File: config.mk
export PLATFORM = sky130hd
export DESIGN_NAME = oag_operand_address_generator
export DESIGN_NICKNAME = d
export VERILOG_FILES = /design/src/oag_pkg.sv /design/src/oag_operand_address_generator.sv
export SDC_FILE = /design/constraint.sdc
export NUM_CORES = 1
export LEC_CHECK = 0
export BUFFER_PORTS_ARGS = -buffer_cell sky130_fd_sc_hd__buf_4
export CELL_PAD_IN_SITES_DETAIL_PLACEMENT = 1
export CELL_PAD_IN_SITES_GLOBAL_PLACEMENT = 1
export CORE_MARGIN = 2
export CORE_UTILIZATION = 40
export CTS_BUF_LIST = sky130_fd_sc_hd__clkbuf_4 sky130_fd_sc_hd__clkbuf_8
export DETAILED_ROUTE_END_ITERATION = 8
export GPL_TIMING_DRIVEN = 0
export PLACE_DENSITY_LB_ADDON = 0.15
export SYNTH_ARGS = -nofsm -noshare
export SYNTH_HDL_FRONTEND = slang
export SYNTH_SLANG_ARGS = --single-unit
File: constraint.sdc
create_clock -name clock -period 4.4 [get_ports clock]
set_input_delay 0.66 -clock clock [delete_from_list [all_inputs] [get_ports clock]]
set_output_delay 0.66 -clock clock [all_outputs]
set_load 0.005 [all_outputs]
File: src/oag_pkg.sv
// package for the operand address generator: opcode fields, prefixes, modes
package oag_pkg;
    // prefix bytes
    localparam logic [7:0] PFX_Y_INDEX = 8'h90; // y_index_prefix
    localparam logic [7:0] PFX_INDIRECT = 8'h92; // indirect_prefix
    localparam logic [7:0] PFX_Y_INDIRECT = 8'h91; // y_indirect_prefix
    // opcode high nibble groups (column of the opcode map)
    localparam logic [3:0] COL_REL = 4'h2;
    localparam logic [3:0] COL_RMW_DIR = 4'h3;
    localparam logic [3:0] COL_RMW_IX1 = 4'h6;
    localparam logic [3:0] COL_RMW_IX = 4'h7;
    localparam logic [3:0] COL_IMM = 4'hA;
    localparam logic [3:0] COL_DIR = 4'hB;
    localparam logic [3:0] COL_EXT = 4'hC;
    localparam logic [3:0] COL_IX2 = 4'hD;
    localparam logic [3:0] COL_IX1 = 4'hE;
    localparam logic [3:0] COL_IX = 4'hF;
    localparam logic [3:0] COL_BTJ = 4'h0;
    localparam logic [3:0] COL_BSET = 4'h1;
    // zero page ceiling and mode and class counts
    localparam logic [15:0] PAGE0_MASK = 16'h00FF;
    localparam int MODE_COUNT = 17;
    localparam int CLASS_COUNT = 7;

    // seventeen addressing modes
    typedef enum logic [4:0] {
        AM_INH, AM_IMM, AM_DIR_S, AM_DIR_L, AM_IX0, AM_IX_S, AM_IX_L,
        AM_IND_S, AM_IND_L, AM_IIX_S, AM_IIX_L, AM_REL, AM_REL_IND,
        AM_BIT, AM_BIT_IND, AM_BIT_REL, AM_BIT_REL_IND
    } oag_mode_e;

    // seven classes
    typedef enum logic [2:0] {
        CL_INHERENT, CL_IMMEDIATE, CL_DIRECT, CL_INDEXED, CL_INDIRECT, CL_RELATIVE, CL_BIT
    } oag_class_e;
endpackage : oag_pkg

File: src/oag_operand_address_generator.sv
// operand address generator: decodes addressing mode, fetches operands, forms effective address
// How it works
// - inherent instructions are one byte, two with a prefix; no operand fetch.
// - immediate takes one following byte as the operand value itself.
// - short direct uses one address byte; address stays within 00..FF.
// - long direct uses a two-byte address anywhere in 64 Kbyte.
// - indexed address is unsigned sum of X or Y with offset.
// - no-offset indexed fetches nothing; address is the index register, 00..FF.
// - no-offset indexed length adds zero with X, one (prefix) with Y.
// - short indexed fetches one offset byte; sum reaches up to 1FE.
// - long indexed fetches a two-byte offset covering 64 Kbyte.
// - indirect modes read a pointer at the page-zero address held in the byte after the opcode.
// - short indirect: one pointer-address byte, one-byte pointer, page zero only.
// - long indirect: one pointer-address byte, two-byte pointer, full space.
// - relative target is next-instruction PC plus signed displacement.
// - short direct and short indirect forms address page zero only, 0000h..00FFh.
// - read-modify-write memory instructions decode only with short forms.
// - long forms reach 64 Kbyte with extra bytes and cycles.
// - seventeen addressing modes in seven classes are reported.
// - indirect indexed adds index register to pointer read from memory.
// - prefix 90 swaps X for Y on immediate, direct, indexed, inherent.
// - prefix 92 turns direct, bit, relative and offset X-indexed forms indirect.
// - prefix 91 turns X indirect indexed into Y indirect indexed.
`timescale 1ns/1ps
module oag_operand_address_generator (
    // clock and reset
    input wire logic clock,
    input wire logic rst,
    // instruction start from the core
    input wire logic start,
    input wire logic [15:0] start_pc,
    // index registers
    input wire logic [7:0] x_reg,
    input wire logic [7:0] y_reg,
    // memory read port
    output logic mem_req,
    output logic [15:0] mem_addr,
    input wire logic mem_ack,
    input wire logic [7:0] mem_rdata,
    // results
    output logic busy,
    output logic done,
    output logic illegal,
    output logic [7:0] opcode,
    output logic [7:0] prefix,
    output oag_pkg::oag_mode_e mode,
    output oag_pkg::oag_class_e mode_class,
    output logic use_y,
    output logic [15:0] ea,
    output logic [7:0] imm_value,
    output logic [15:0] branch_target,
    output logic has_branch,
    output logic [2:0] length,
    output logic [15:0] next_pc
);
    import oag_pkg::*;

    typedef enum logic [2:0] {
        ST_IDLE, ST_OPC, ST_OP1, ST_OP2, ST_PTR1, ST_PTR2, ST_DISP, ST_DONE
    } oag_state_e;

    oag_state_e state_q, state_d;
    logic [15:0] pc_q;
    logic [7:0] pfx_q;
    logic [7:0] opc_q;
    logic [7:0] b1_q, b2_q, p1_q, p2_q, disp_q;
    logic [2:0] len_q;

    // decode of the current opcode and prefix
    wire [3:0] col = opc_q[7:4];
    wire is_pfx_rd = (mem_rdata == PFX_Y_INDEX) || (mem_rdata == PFX_INDIRECT) || (mem_rdata == PFX_Y_INDIRECT);
    wire p_y = (pfx_q == PFX_Y_INDEX);
    wire p_ind = (pfx_q == PFX_INDIRECT) || (pfx_q == PFX_Y_INDIRECT);
    wire p_yi = (pfx_q == PFX_Y_INDIRECT);
    wire col_ix_any = (col == COL_IX) || (col == COL_IX1) || (col == COL_IX2) ||
                      (col == COL_RMW_IX) || (col == COL_RMW_IX1);
    wire yi_bad = p_yi && !((col == COL_IX1) || (col == COL_RMW_IX1) || (col == COL_IX2));
    // long forms of read-modify-write columns do not exist; long indexed rmw in 91/92 stays short
    wire rmw_col = (col == COL_RMW_DIR) || (col == COL_RMW_IX1) || (col == COL_RMW_IX);

    oag_mode_e dmode;
    always_comb begin
        dmode = AM_INH;
        case (col)
            COL_BTJ: dmode = p_ind ? AM_BIT_REL_IND : AM_BIT_REL;
            COL_BSET: dmode = p_ind ? AM_BIT_IND : AM_BIT;
            COL_REL: dmode = p_ind ? AM_REL_IND : AM_REL;
            COL_RMW_DIR: dmode = p_ind ? AM_IND_S : AM_DIR_S;
            COL_RMW_IX1: dmode = p_ind ? AM_IIX_S : AM_IX_S;
            COL_RMW_IX: dmode = AM_IX0;
            COL_IMM: dmode = AM_IMM;
            COL_DIR: dmode = p_ind ? AM_IND_S : AM_DIR_S;
            COL_EXT: dmode = p_ind ? AM_IND_L : AM_DIR_L;
            COL_IX2: dmode = p_ind ? AM_IIX_L : AM_IX_L;
            COL_IX1: dmode = p_ind ? AM_IIX_S : AM_IX_S;
            COL_IX: dmode = AM_IX0;
            default: dmode = AM_INH;
        endcase
    end

    wire m_ind = (dmode == AM_IND_S) || (dmode == AM_IND_L) || (dmode == AM_IIX_S) || (dmode == AM_IIX_L) ||
                 (dmode == AM_REL_IND) || (dmode == AM_BIT_IND) || (dmode == AM_BIT_REL_IND);
    wire m_ptr_word = (dmode == AM_IND_L) || (dmode == AM_IIX_L);
    wire m_two = (dmode == AM_DIR_L) || (dmode == AM_IX_L);
    wire m_none = (dmode == AM_INH) || (dmode == AM_IX0);
    wire m_disp = (dmode == AM_BIT_REL) || (dmode == AM_BIT_REL_IND);
    wire m_rel = (dmode == AM_REL) || (dmode == AM_REL_IND) || m_disp;
    // 92 on the no-offset or immediate column or off the indirect-capable columns, 91 off the offset-indexed columns are undefined
    wire m_bad = (p_ind && (col == COL_IX || col == COL_RMW_IX || col == COL_IMM)) || yi_bad ||
                 (p_ind && !col_ix_any && !(col inside {COL_BTJ, COL_BSET, COL_REL, COL_RMW_DIR, COL_DIR, COL_EXT})) ||
                 (rmw_col && (m_two || m_ptr_word));
    wire y_sel = p_y || p_yi;

    // next state
    always_comb begin
        state_d = state_q;
        case (state_q)
            ST_IDLE: if (start) state_d = ST_OPC;
            ST_OPC: if (mem_ack && !is_pfx_rd) state_d = ST_OP1;
            ST_OP1: begin
                if (m_none) state_d = ST_DONE;
                else if (mem_ack) begin
                    if (m_two) state_d = ST_OP2;
                    else if (m_ind) state_d = ST_PTR1;
                    else if (m_disp) state_d = ST_DISP;
                    else state_d = ST_DONE;
                end
            end
            ST_OP2: if (mem_ack) state_d = ST_DONE;
            ST_PTR1: if (mem_ack) state_d = m_ptr_word ? ST_PTR2 : (m_disp ? ST_DISP : ST_DONE);
            ST_PTR2: if (mem_ack) state_d = ST_DONE;
            ST_DISP: if (mem_ack) state_d = ST_DONE;
            ST_DONE: state_d = start ? ST_OPC : ST_IDLE;
            default: state_d = ST_IDLE;
        endcase
    end

    // memory address: program bytes in sequence, pointer bytes from the pointer address
    wire [15:0] ptr_lo_addr = {8'h00, b1_q} + 16'h0001;
    always_comb begin
        mem_addr = pc_q;
        case (state_q)
            ST_PTR1: mem_addr = {8'h00, b1_q};
            ST_PTR2: mem_addr = ptr_lo_addr;
            default: mem_addr = pc_q;
        endcase
    end
    assign mem_req = (state_q == ST_OPC) || (state_q == ST_OP2) || (state_q == ST_PTR1) ||
                     (state_q == ST_PTR2) || (state_q == ST_DISP) || ((state_q == ST_OP1) && !m_none);
    assign busy = (state_q != ST_IDLE) && (state_q != ST_DONE);

    // register captures
    // start is taken only between instructions; a start while busy is ignored
    wire take_start = ((state_q == ST_IDLE) || (state_q == ST_DONE)) && start;
    wire rd_ok = mem_req && mem_ack;
    wire prog_rd = rd_ok && (state_q != ST_PTR1) && (state_q != ST_PTR2);
    wire cap_pfx = rd_ok && (state_q == ST_OPC) && is_pfx_rd;
    wire cap_opc = rd_ok && (state_q == ST_OPC) && !is_pfx_rd;
    wire cap_b1 = rd_ok && (state_q == ST_OP1);
    wire cap_b2 = rd_ok && (state_q == ST_OP2);
    wire cap_p1 = rd_ok && (state_q == ST_PTR1);
    wire cap_p2 = rd_ok && (state_q == ST_PTR2);
    wire cap_disp = rd_ok && (state_q == ST_DISP);

    // the final byte is still on the bus when results load, so it is taken from there
    wire [7:0] b1_c = cap_b1 ? mem_rdata : b1_q;
    wire [7:0] b2_c = cap_b2 ? mem_rdata : b2_q;
    wire [7:0] p1_c = cap_p1 ? mem_rdata : p1_q;
    wire [7:0] p2_c = cap_p2 ? mem_rdata : p2_q;
    wire [7:0] dsp_c = cap_disp ? mem_rdata : disp_q;
    // pc after this cycle's read; relative targets count from the next instruction
    wire [15:0] pc_nx = prog_rd ? (pc_q + 16'h0001) : pc_q;

    // state, program counter and length
    always_ff @(posedge clock) begin
        if (rst) begin
            state_q <= ST_IDLE;
            pc_q <= 16'h0000;
            len_q <= 3'h0;
        end else begin
            state_q <= state_d;
            if (take_start) begin
                pc_q <= start_pc;
                len_q <= 3'h0;
            end else if (prog_rd) begin
                pc_q <= pc_q + 16'h0001;
                len_q <= len_q + 3'h1;
            end
        end
    end

    // prefix cleared at each start so an old prefix never reaches the next opcode
    always_ff @(posedge clock) begin
        if (rst) begin
            pfx_q <= 8'h00;
        end else if (take_start) begin
            pfx_q <= 8'h00;
        end else if (cap_pfx) begin
            pfx_q <= mem_rdata;
        end
    end

    // opcode kept until the next one lands, so decode stays steady through operand reads
    always_ff @(posedge clock) begin
        if (rst) begin
            opc_q <= 8'h00;
        end else if (cap_opc) begin
            opc_q <= mem_rdata;
        end
    end

    // operand and pointer bytes
    always_ff @(posedge clock) begin
        if (rst) begin
            b1_q <= 8'h00;
        end else if (cap_b1) begin
            b1_q <= mem_rdata;
        end
    end

    always_ff @(posedge clock) begin
        if (rst) begin
            b2_q <= 8'h00;
        end else if (cap_b2) begin
            b2_q <= mem_rdata;
        end
    end

    always_ff @(posedge clock) begin
        if (rst) begin
            p1_q <= 8'h00;
        end else if (cap_p1) begin
            p1_q <= mem_rdata;
        end
    end

    always_ff @(posedge clock) begin
        if (rst) begin
            p2_q <= 8'h00;
        end else if (cap_p2) begin
            p2_q <= mem_rdata;
        end
    end

    always_ff @(posedge clock) begin
        if (rst) begin
            disp_q <= 8'h00;
        end else if (cap_disp) begin
            disp_q <= mem_rdata;
        end
    end

    // effective address formation
    wire [7:0] idx = y_sel ? y_reg : x_reg;
    wire [15:0] idx16 = {8'h00, idx};
    wire [15:0] word12 = {b1_c, b2_c};
    wire [15:0] ptr16 = m_ptr_word ? {p1_c, p2_c} : {8'h00, p1_c};
    logic [15:0] ea_c;
    always_comb begin
        ea_c = 16'h0000;
        case (dmode)
            AM_DIR_S, AM_BIT, AM_BIT_REL: ea_c = {8'h00, b1_c} & PAGE0_MASK;
            AM_DIR_L: ea_c = word12;
            AM_IX0: ea_c = idx16;
            AM_IX_S: ea_c = idx16 + {8'h00, b1_c};
            AM_IX_L: ea_c = idx16 + word12;
            AM_IND_S, AM_IND_L, AM_BIT_IND, AM_BIT_REL_IND: ea_c = ptr16;
            AM_IIX_S, AM_IIX_L: ea_c = idx16 + ptr16;
            default: ea_c = 16'h0000;
        endcase
    end

    // relative target from the pc of the next instruction
    wire [7:0] disp_c = (dmode == AM_REL) ? b1_c : (dmode == AM_REL_IND ? p1_c : dsp_c);
    wire [15:0] tgt_c = pc_nx + {{8{disp_c[7]}}, disp_c};

    oag_class_e cls_c;
    always_comb begin
        cls_c = CL_INHERENT;
        case (dmode)
            AM_INH: cls_c = CL_INHERENT;
            AM_IMM: cls_c = CL_IMMEDIATE;
            AM_DIR_S, AM_DIR_L: cls_c = CL_DIRECT;
            AM_IX0, AM_IX_S, AM_IX_L: cls_c = CL_INDEXED;
            AM_IND_S, AM_IND_L, AM_IIX_S, AM_IIX_L: cls_c = CL_INDIRECT;
            AM_REL, AM_REL_IND: cls_c = CL_RELATIVE;
            default: cls_c = CL_BIT;
        endcase
    end

    // results held in flops, updated as the instruction completes
    wire finish = (state_q != ST_DONE) && (state_d == ST_DONE);
    wire [2:0] len_fin = (state_q == ST_OP1 && m_none) ? len_q : len_q + ((mem_ack && state_q != ST_PTR1 &&
                         state_q != ST_PTR2) ? 3'h1 : 3'h0);
    // done stands one cycle; a new start may already land in it
    always_ff @(posedge clock) begin
        if (rst) begin
            done <= 1'b0;
        end else begin
            done <= finish;
        end
    end

    // decode results
    always_ff @(posedge clock) begin
        if (rst) begin
            illegal <= 1'b0;
            opcode <= 8'h00;
            prefix <= 8'h00;
            mode <= AM_INH;
            mode_class <= CL_INHERENT;
            use_y <= 1'b0;
            length <= 3'h0;
        end else if (finish) begin
            illegal <= m_bad;
            opcode <= opc_q;
            prefix <= pfx_q;
            mode <= dmode;
            mode_class <= cls_c;
            use_y <= y_sel;
            length <= len_fin;
        end
    end

    // address results
    always_ff @(posedge clock) begin
        if (rst) begin
            ea <= 16'h0000;
            imm_value <= 8'h00;
            branch_target <= 16'h0000;
            has_branch <= 1'b0;
            next_pc <= 16'h0000;
        end else if (finish) begin
            ea <= ea_c;
            imm_value <= (dmode == AM_IMM) ? b1_c : 8'h00;
            has_branch <= m_rel;
            next_pc <= pc_nx;
            branch_target <= tgt_c;
        end
    end
endmodule : oag_operand_address_generator

* Yosys cells after proc, flatten, opt, wreduce, memory -nomap -nowiden
Memory sizes are Yosys's and may differ from the RTL's.
Index checks and enable logic that the tools add are counted.
** Cells by class
- Eq/ne operators :: 44
- Multiplexer cells :: 37
- Add/sub/neg operators :: 8
- Reductions and logical operators :: 78
** Operators with widths (count)
- case mux 16 bit (7 select lines) :: 1
- two-way mux 8 bit :: 9
- == test 8 bit, second input constant :: 6
- two-way mux 16 bit :: 3
- case mux 5 bit (9 select lines) :: 1
- == test 5 x 4 -> 1 bit, second input constant :: 8
- logical OR 1 bit :: 36
- two-way mux 3 bit :: 11
- adder 8 x 16 -> 16 bit :: 2
- case mux 16 bit (2 select lines) :: 1
- == test 4 bit, second input constant :: 6
- logical AND 1 bit :: 24
- == test 5 x 3 -> 1 bit, second input constant :: 4
- case mux 3 bit (6 select lines) :: 1
- adder 16 x 1 -> 16 bit, second input constant :: 1
- adder 16 bit :: 1
- == test 3 bit, second input constant :: 5
- two-way mux 4 bit :: 3
- == test 5 x 2 -> 1 bit, second input constant :: 2
- OR reduction 2 bit :: 5
- adder 8 x 1 -> 9 bit, second input constant :: 1
- adder 8 x 8 -> 9 bit :: 1
- != test 3 bit, second input constant :: 3
- == test 4 x 2 -> 1 bit, second input constant :: 2
- other kinds (19) :: 30
** Word-level totals
- Flip-flop bits (word level) :: 165
- Memory bits (read-only) :: 48
- Input bits :: 44
- Memories kept :: 1
** Memories
- (name not given) :: depth 16, bits a word 3, read ports 1, clocked after memory_dff 0, wr ports 0, line oag_operand_address_generator.sv:280 : case (dmode)

* Logic depth before layout (Yosys ltp)
- Depth in word-level cells :: 18
- Depth in mapped cells :: 18
- Mapped depth without buffers :: 17

* Worst setup path before layout
No wires, ideal clock.
- Path kind :: in2reg
- From :: in mem_ack
- To :: reg branch_target[15]
- Required time :: 4.314 ns
- Setup time :: 0.086 ns
- Arrival time :: 4.305 ns
- Path slack :: 0.009 ns
- Buffers on the path :: 1
- Cell stages on the path :: 17
- Cells stage by stage :: buf_4 > nor2b_1 > o2111ai_2 > mux2i_1 > inv_1 > nor2_1 > a21oi_1 > a21o_1 > ha_1 > a21oi_1 > o21ai_0 > o22a_1 > a211oi_1 > nor3_1 > a2111oi_0 > xnor3_1 > a211oi_1
** On the way
- Elaborated cells on any way between the ends :: 22
** RTL lines
- start, declared :: line oag_operand_address_generator.sv:38 : input wire logic mem_ack,
- logical AND 1 bit :: line oag_operand_address_generator.sv:155 : wire rd_ok = mem_req && mem_ack;
- logical AND 1 bit :: line oag_operand_address_generator.sv:159 : wire cap_b1 = rd_ok && (state_q == ST_OP1);
- two-way mux 8 bit
- via b1_c[1] :: line oag_operand_address_generator.sv:166 : wire [7:0] b1_c = cap_b1 ? mem_rdata : b1_q;
- two-way mux 8 bit :: line oag_operand_address_generator.sv:274 : wire [7:0] disp_c = (dmode == AM_REL) ? b1_c : (dmode == AM_REL_IND ? p1_c : dsp_c);
- adder 16 bit :: line oag_operand_address_generator.sv:275 : wire [15:0] tgt_c = pc_nx + {{8{disp_c[7]}}, disp_c};
- end signal, assigned :: line oag_operand_address_generator.sv:338 : branch_target <= tgt_c;
- end, declared :: line oag_operand_address_generator.sv:51 : output logic [15:0] branch_target,
The timed path passes the listed nets, and every way through them passes these cells.
A chain may end at the register's enable or synchronous reset.

* Worst setup path in the final report
- From :: reg opc_q[6]
- To :: reg branch_target[15]
** On the way
- Elaborated cells on any way between the ends :: 65
** RTL lines
- start, declared :: line oag_operand_address_generator.sv:65 : logic [7:0] opc_q;
- start signal, assigned :: line oag_operand_address_generator.sv:208 : opc_q <= mem_rdata;
- == test 4 bit (tied with other cells) :: line oag_operand_address_generator.sv:84 : case (col)
- OR reduction 2 bit (no source line)
- case mux 5 bit (9 select lines) * :: line oag_operand_address_generator.sv:84
- == test 5 x 3 -> 1 bit or logical NOT 5 bit (tied branches) :: line oag_operand_address_generator.sv:105 : wire m_none = (dmode == AM_INH) || (dmode == AM_IX0);
- logical OR 1 bit * :: line oag_operand_address_generator.sv:105
- logical NOT 1 bit * :: line oag_operand_address_generator.sv:149 : (state_q == ST_PTR2) || (state_q == ST_DISP) || ((state_q == ST_OP1) && !m_none);
- logical AND 1 bit * :: line oag_operand_address_generator.sv:149
- logical OR 1 bit * :: line oag_operand_address_generator.sv:149
- logical AND 1 bit * :: line oag_operand_address_generator.sv:155
- logical AND 1 bit * :: line oag_operand_address_generator.sv:159
- two-way mux 8 bit *
- via b1_c[4] :: line oag_operand_address_generator.sv:166
- two-way mux 8 bit * :: line oag_operand_address_generator.sv:274
- adder 16 bit * :: line oag_operand_address_generator.sv:275
The timed path passes the listed nets; every way through them passes the cells marked *.

==> flow_summary_export.csv <==
group,metric,value,unit
place,gp_congestion,0.9025,
die,core_area,22780,um2
die,initial_utilization,41.07,%
timing,report.final.slew_viol_count,0,
layout,fin_nets,1375,
timing,worst_pin_slew,1.100,ns
yosys,synth_seq_cells,165,
run_status,status,"finished, final reports clean",
critical_path,crit_path_cell_trace,"xnor2_4 -> o2111ai_4 -> buf_12 -> buf_4 -> mux2i_4 -> inv_2 -> o211ai_1 -> o21ai_0 -> ha_1 -> or4_1 -> o22a_2 -> a211oi_4 -> nor3_1 -> a2111oi_2 -> xnor3_1 -> a211oi_1",
routing,drc,0,
critical_path,crit_type,"register to register",
power,powerDensity,318.0,nW/um2
layout,mostFrequentLayoutCells,"192 x nor2_1, 161 x dfxtp_1, 157 x buf_4, 73 x mux2i_1, 54 x nand2_1",
critical_path,r2r_slack,0.13,ns
place,dpl-instance-area,10830,um2
timing,finalHoldViolCount,0,
die,die_x,156.9,um
critical_path,critPathMaxStageDelay,0.54,ns
clocking,worstSkewPairLatency,0.48,ns
clocking,cts_htree_levels,4,
timing,slew_headroom,26.13,%
layout,fin_cells,1617,
timing,rsz0062_at_grt,"no",
critical_path,cp-end-kind,"register",
yosys,synth_top_area_cell,"dfxtp_1",
grt,grt_pass1_wl,52.15,mm
grt,grt_overflow,0,
die,die-area,24620,um2
yosys,postSynthCellCount,1123,
timing,fmax,234.2,MHz
critical_path,cp.arrival,4.67,ns
die,fp-row-count,55,
layout,drive_gt1_share,21.01,%
layout,syn2layout_area_growth,24.60,%
routing,via_count,9265,
routing,drt_pass1_iterations,6,
timing,min_period,4.270,ns
routing,finalWirelength,34.76,mm
yosys,synth_top_area_share,35.31,%
timing,period_share,97.04,%
yosys,yosys_warnings,0,
place,post-place-ws,-0.9476,ns
layout,fin_area,11650,um2
critical_path,crit_path_start_kind,"register",
routing,drt-initial-drc-count,582,
clocking,holdBufCountCts,0,
min_path,hold_path_end,"pc_q[12]$_SDFF_PP0_",
yosys,synth_area_leaders,"dfxtp_1 35%, mux2i_1 9.6%, nor2_1 7.7%",
place,dpl.hpwl,25.81,mm
min_path,hold_depth,3,
layout,final_core_util,51.17,%
routing,wire_per_inst,21.50,um
min_path,hold_path_class,"primary input to register",
timing,setup_viol,0,
clocking,path_clk_slew,0.10,ns
critical_path,slowest_stage,"dfxtp_1",
grt,grt_pass1_vias,9357,
die,io_pins,149,
critical_path,reg2reg_to,"branch_target[15]$_SDFFE_PP0P_",
grt,grt_max_degree,17,
timing,postLayoutSetupSlackWorst,0.1304,ns
yosys,async_flop_share,0,%
flow_run,max_cap_violations,0,
timing,fin_hold_ws,0.4695,ns
power,power,3.707,mW
min_path,worstHoldStart,"start_pc[12]",
clocking,clockBufferDepth,2,
yosys,yosysUniqueCellTypes,76,
yosys,ys_seq_area_share,35.31,%
yosys,synthFlopType,"dfxtp_1",
clocking,cts.sinks,165,
power,leakagePower,4.874,nW
clocking,cts-root-buf,"clkbuf_8",
layout,diodes,0,
critical_path,worstRegToRegCells,16,
timing,fin_tns_setup,0,ns
grt,grt_antenna_before_repair,0,
die,die_h,156.9,um
yosys,avgSynthCellArea,8.329,um2
critical_path,cp_max_fo,8,
power,ir_drop,0.1768,mV
layout,final_common_cell,"nor2_1",
critical_path,worst-endpoint-required,4.80,ns
grt,grt_util_all_layers,27.91,%
place,portBuffers,144,
routing,final_antenna_net_count,0,
clocking,cts_tree,"built",
place,dp.cells,1580,
timing,finClkSkew,0.01375,ns
critical_path,r2r-start,"opc_q[6]$_SDFFE_PP0P_",
routing,drt-vias-per-instance,5.730,
yosys,synth_edf_count,0,
yosys,syn_nets,1206,
yosys,synth_area,9354,um2
clocking,cts_buffers,17,
==> worst max-delay path, delay by kind of cell, from the launching register on <==
family | cells | cell delay, ns
and+or+nand+nor | 2 | 0.61
AOI/OAI and AO/OA | 7 | 1.65
DFF | 1 | 0.54
xor gates and xnor gates | 2 | 0.41
adders and majority gates | 1 | 0.26
buffers and inverters | 3 | 0.45
muxes | 1 | 0.26
==> repair_timing <==
action,4_1_cts,5_1_grt
setup endpoints to repair,19,15
pin swaps,3,2
resized for setup,37,56
setup buffers,8,1
==> worst max-delay path by stage <==
stage	start	to	depth (start not counted)
3_5_place_dp	mem_ack	branch_target[15]$_SDFFE_PP0P_	17
3_3_place_gp	mem_ack	branch_target[15]$_SDFFE_PP0P_	17
4_1_cts	state_q[2]$_SDFF_PP0_	branch_target[15]$_SDFFE_PP0P_	14
6_report	opc_q[6]$_SDFFE_PP0P_	branch_target[15]$_SDFFE_PP0P_	16
2_1_floorplan	mem_ack	branch_target[15]$_SDFFE_PP0P_	17
5_1_grt	opc_q[7]$_SDFFE_PP0P_	branch_target[15]$_SDFFE_PP0P_	17
==> registers in the layout, indices dropped and copies added, names as in the netlist, 5 cells and up <==
name           count
b1_q               8
b2_q               8
branch_target     16
disp_q             8
ea                16
imm_value          8
mode               5
next_pc           16
opc_q              8
opcode             8
p1_q               8
p2_q               8
pc_q              16
pfx_q              8
prefix             8
==> cell usage after synthesis, types with 3 or more instances <==
| library cell | count |
|---|---|
| or2_1 | 3 |
| xnor2_1 | 23 |
| and3_1 | 11 |
| nand2b_1 | 19 |
| buf_1 | 3 |
| a31oi_1 | 7 |
| o21ai_0 | 40 |
| a21oi_1 | 49 |
| buf_2 | 15 |
| nor3_1 | 21 |
| o31ai_1 | 3 |
| fa_1 | 3 |
| nand3b_1 | 6 |
| o21ai_1 | 15 |
| a211oi_1 | 55 |
| and3b_1 | 3 |
| nand4_1 | 11 |
| dfxtp_1 | 165 |
| xor2_1 | 25 |
| o2111ai_1 | 4 |
| mux2i_1 | 90 |
| nor4_1 | 3 |
| o22ai_1 | 13 |
| o221ai_1 | 6 |
| nand3_1 | 26 |
| a221o_1 | 3 |
| clkbuf_1 | 59 |
| a311oi_1 | 4 |
| nor2b_1 | 10 |
| a221oi_1 | 6 |
| a21o_1 | 9 |
| o21a_1 | 7 |
| and2_1 | 13 |
| a22oi_1 | 7 |
| inv_1 | 33 |
| o31a_1 | 3 |
| nand2_1 | 54 |
| or3_1 | 8 |
| nor2_1 | 193 |
| mux2_2 | 8 |
| o211ai_1 | 9 |
| ha_1 | 36 |
==> power by group <==
part	switching, mW	internal [mW]
logic	0.514	0.354
clock network	0.643	0.575
registers	0.0673	1.55
total	1.22	2.48
==> area by class of cell <==
type	instances	area [um2]
repair buffers	153	1161
clock inverters	13	173.9
multi-input cells	844	5898
plain buffers	76	345.3
flip-flops and latches	165	3308
inverters	35	135.1
fillers	2741	11120
well taps	313	391.6
clock buffers	18	241.5
==> metal layers <==
layer	share of wire (%)	wire length (um)	global-route usage (%)
met1	43	14920	34.76
met2	48	16800	48.16
met3	5.2	1813	4.681
met4	3.5	1228	10.79
met5	0	0	0
==> cells by family (layout without fill, tap and decap cells) <==
group           Yosys count  after routing  share of synthesized area, %
compound gates          260            260                         18.65
xor+xnor                 49             49                         4.735
fa+ha+maj                40             40                         5.564
buf+inv                 114            295                         4.896
flops                   165            165                         35.31
mux                      98             98                         10.59
simple gates            397            397                         20.25
Note: power is estimated with default switching activity, not from simulation.
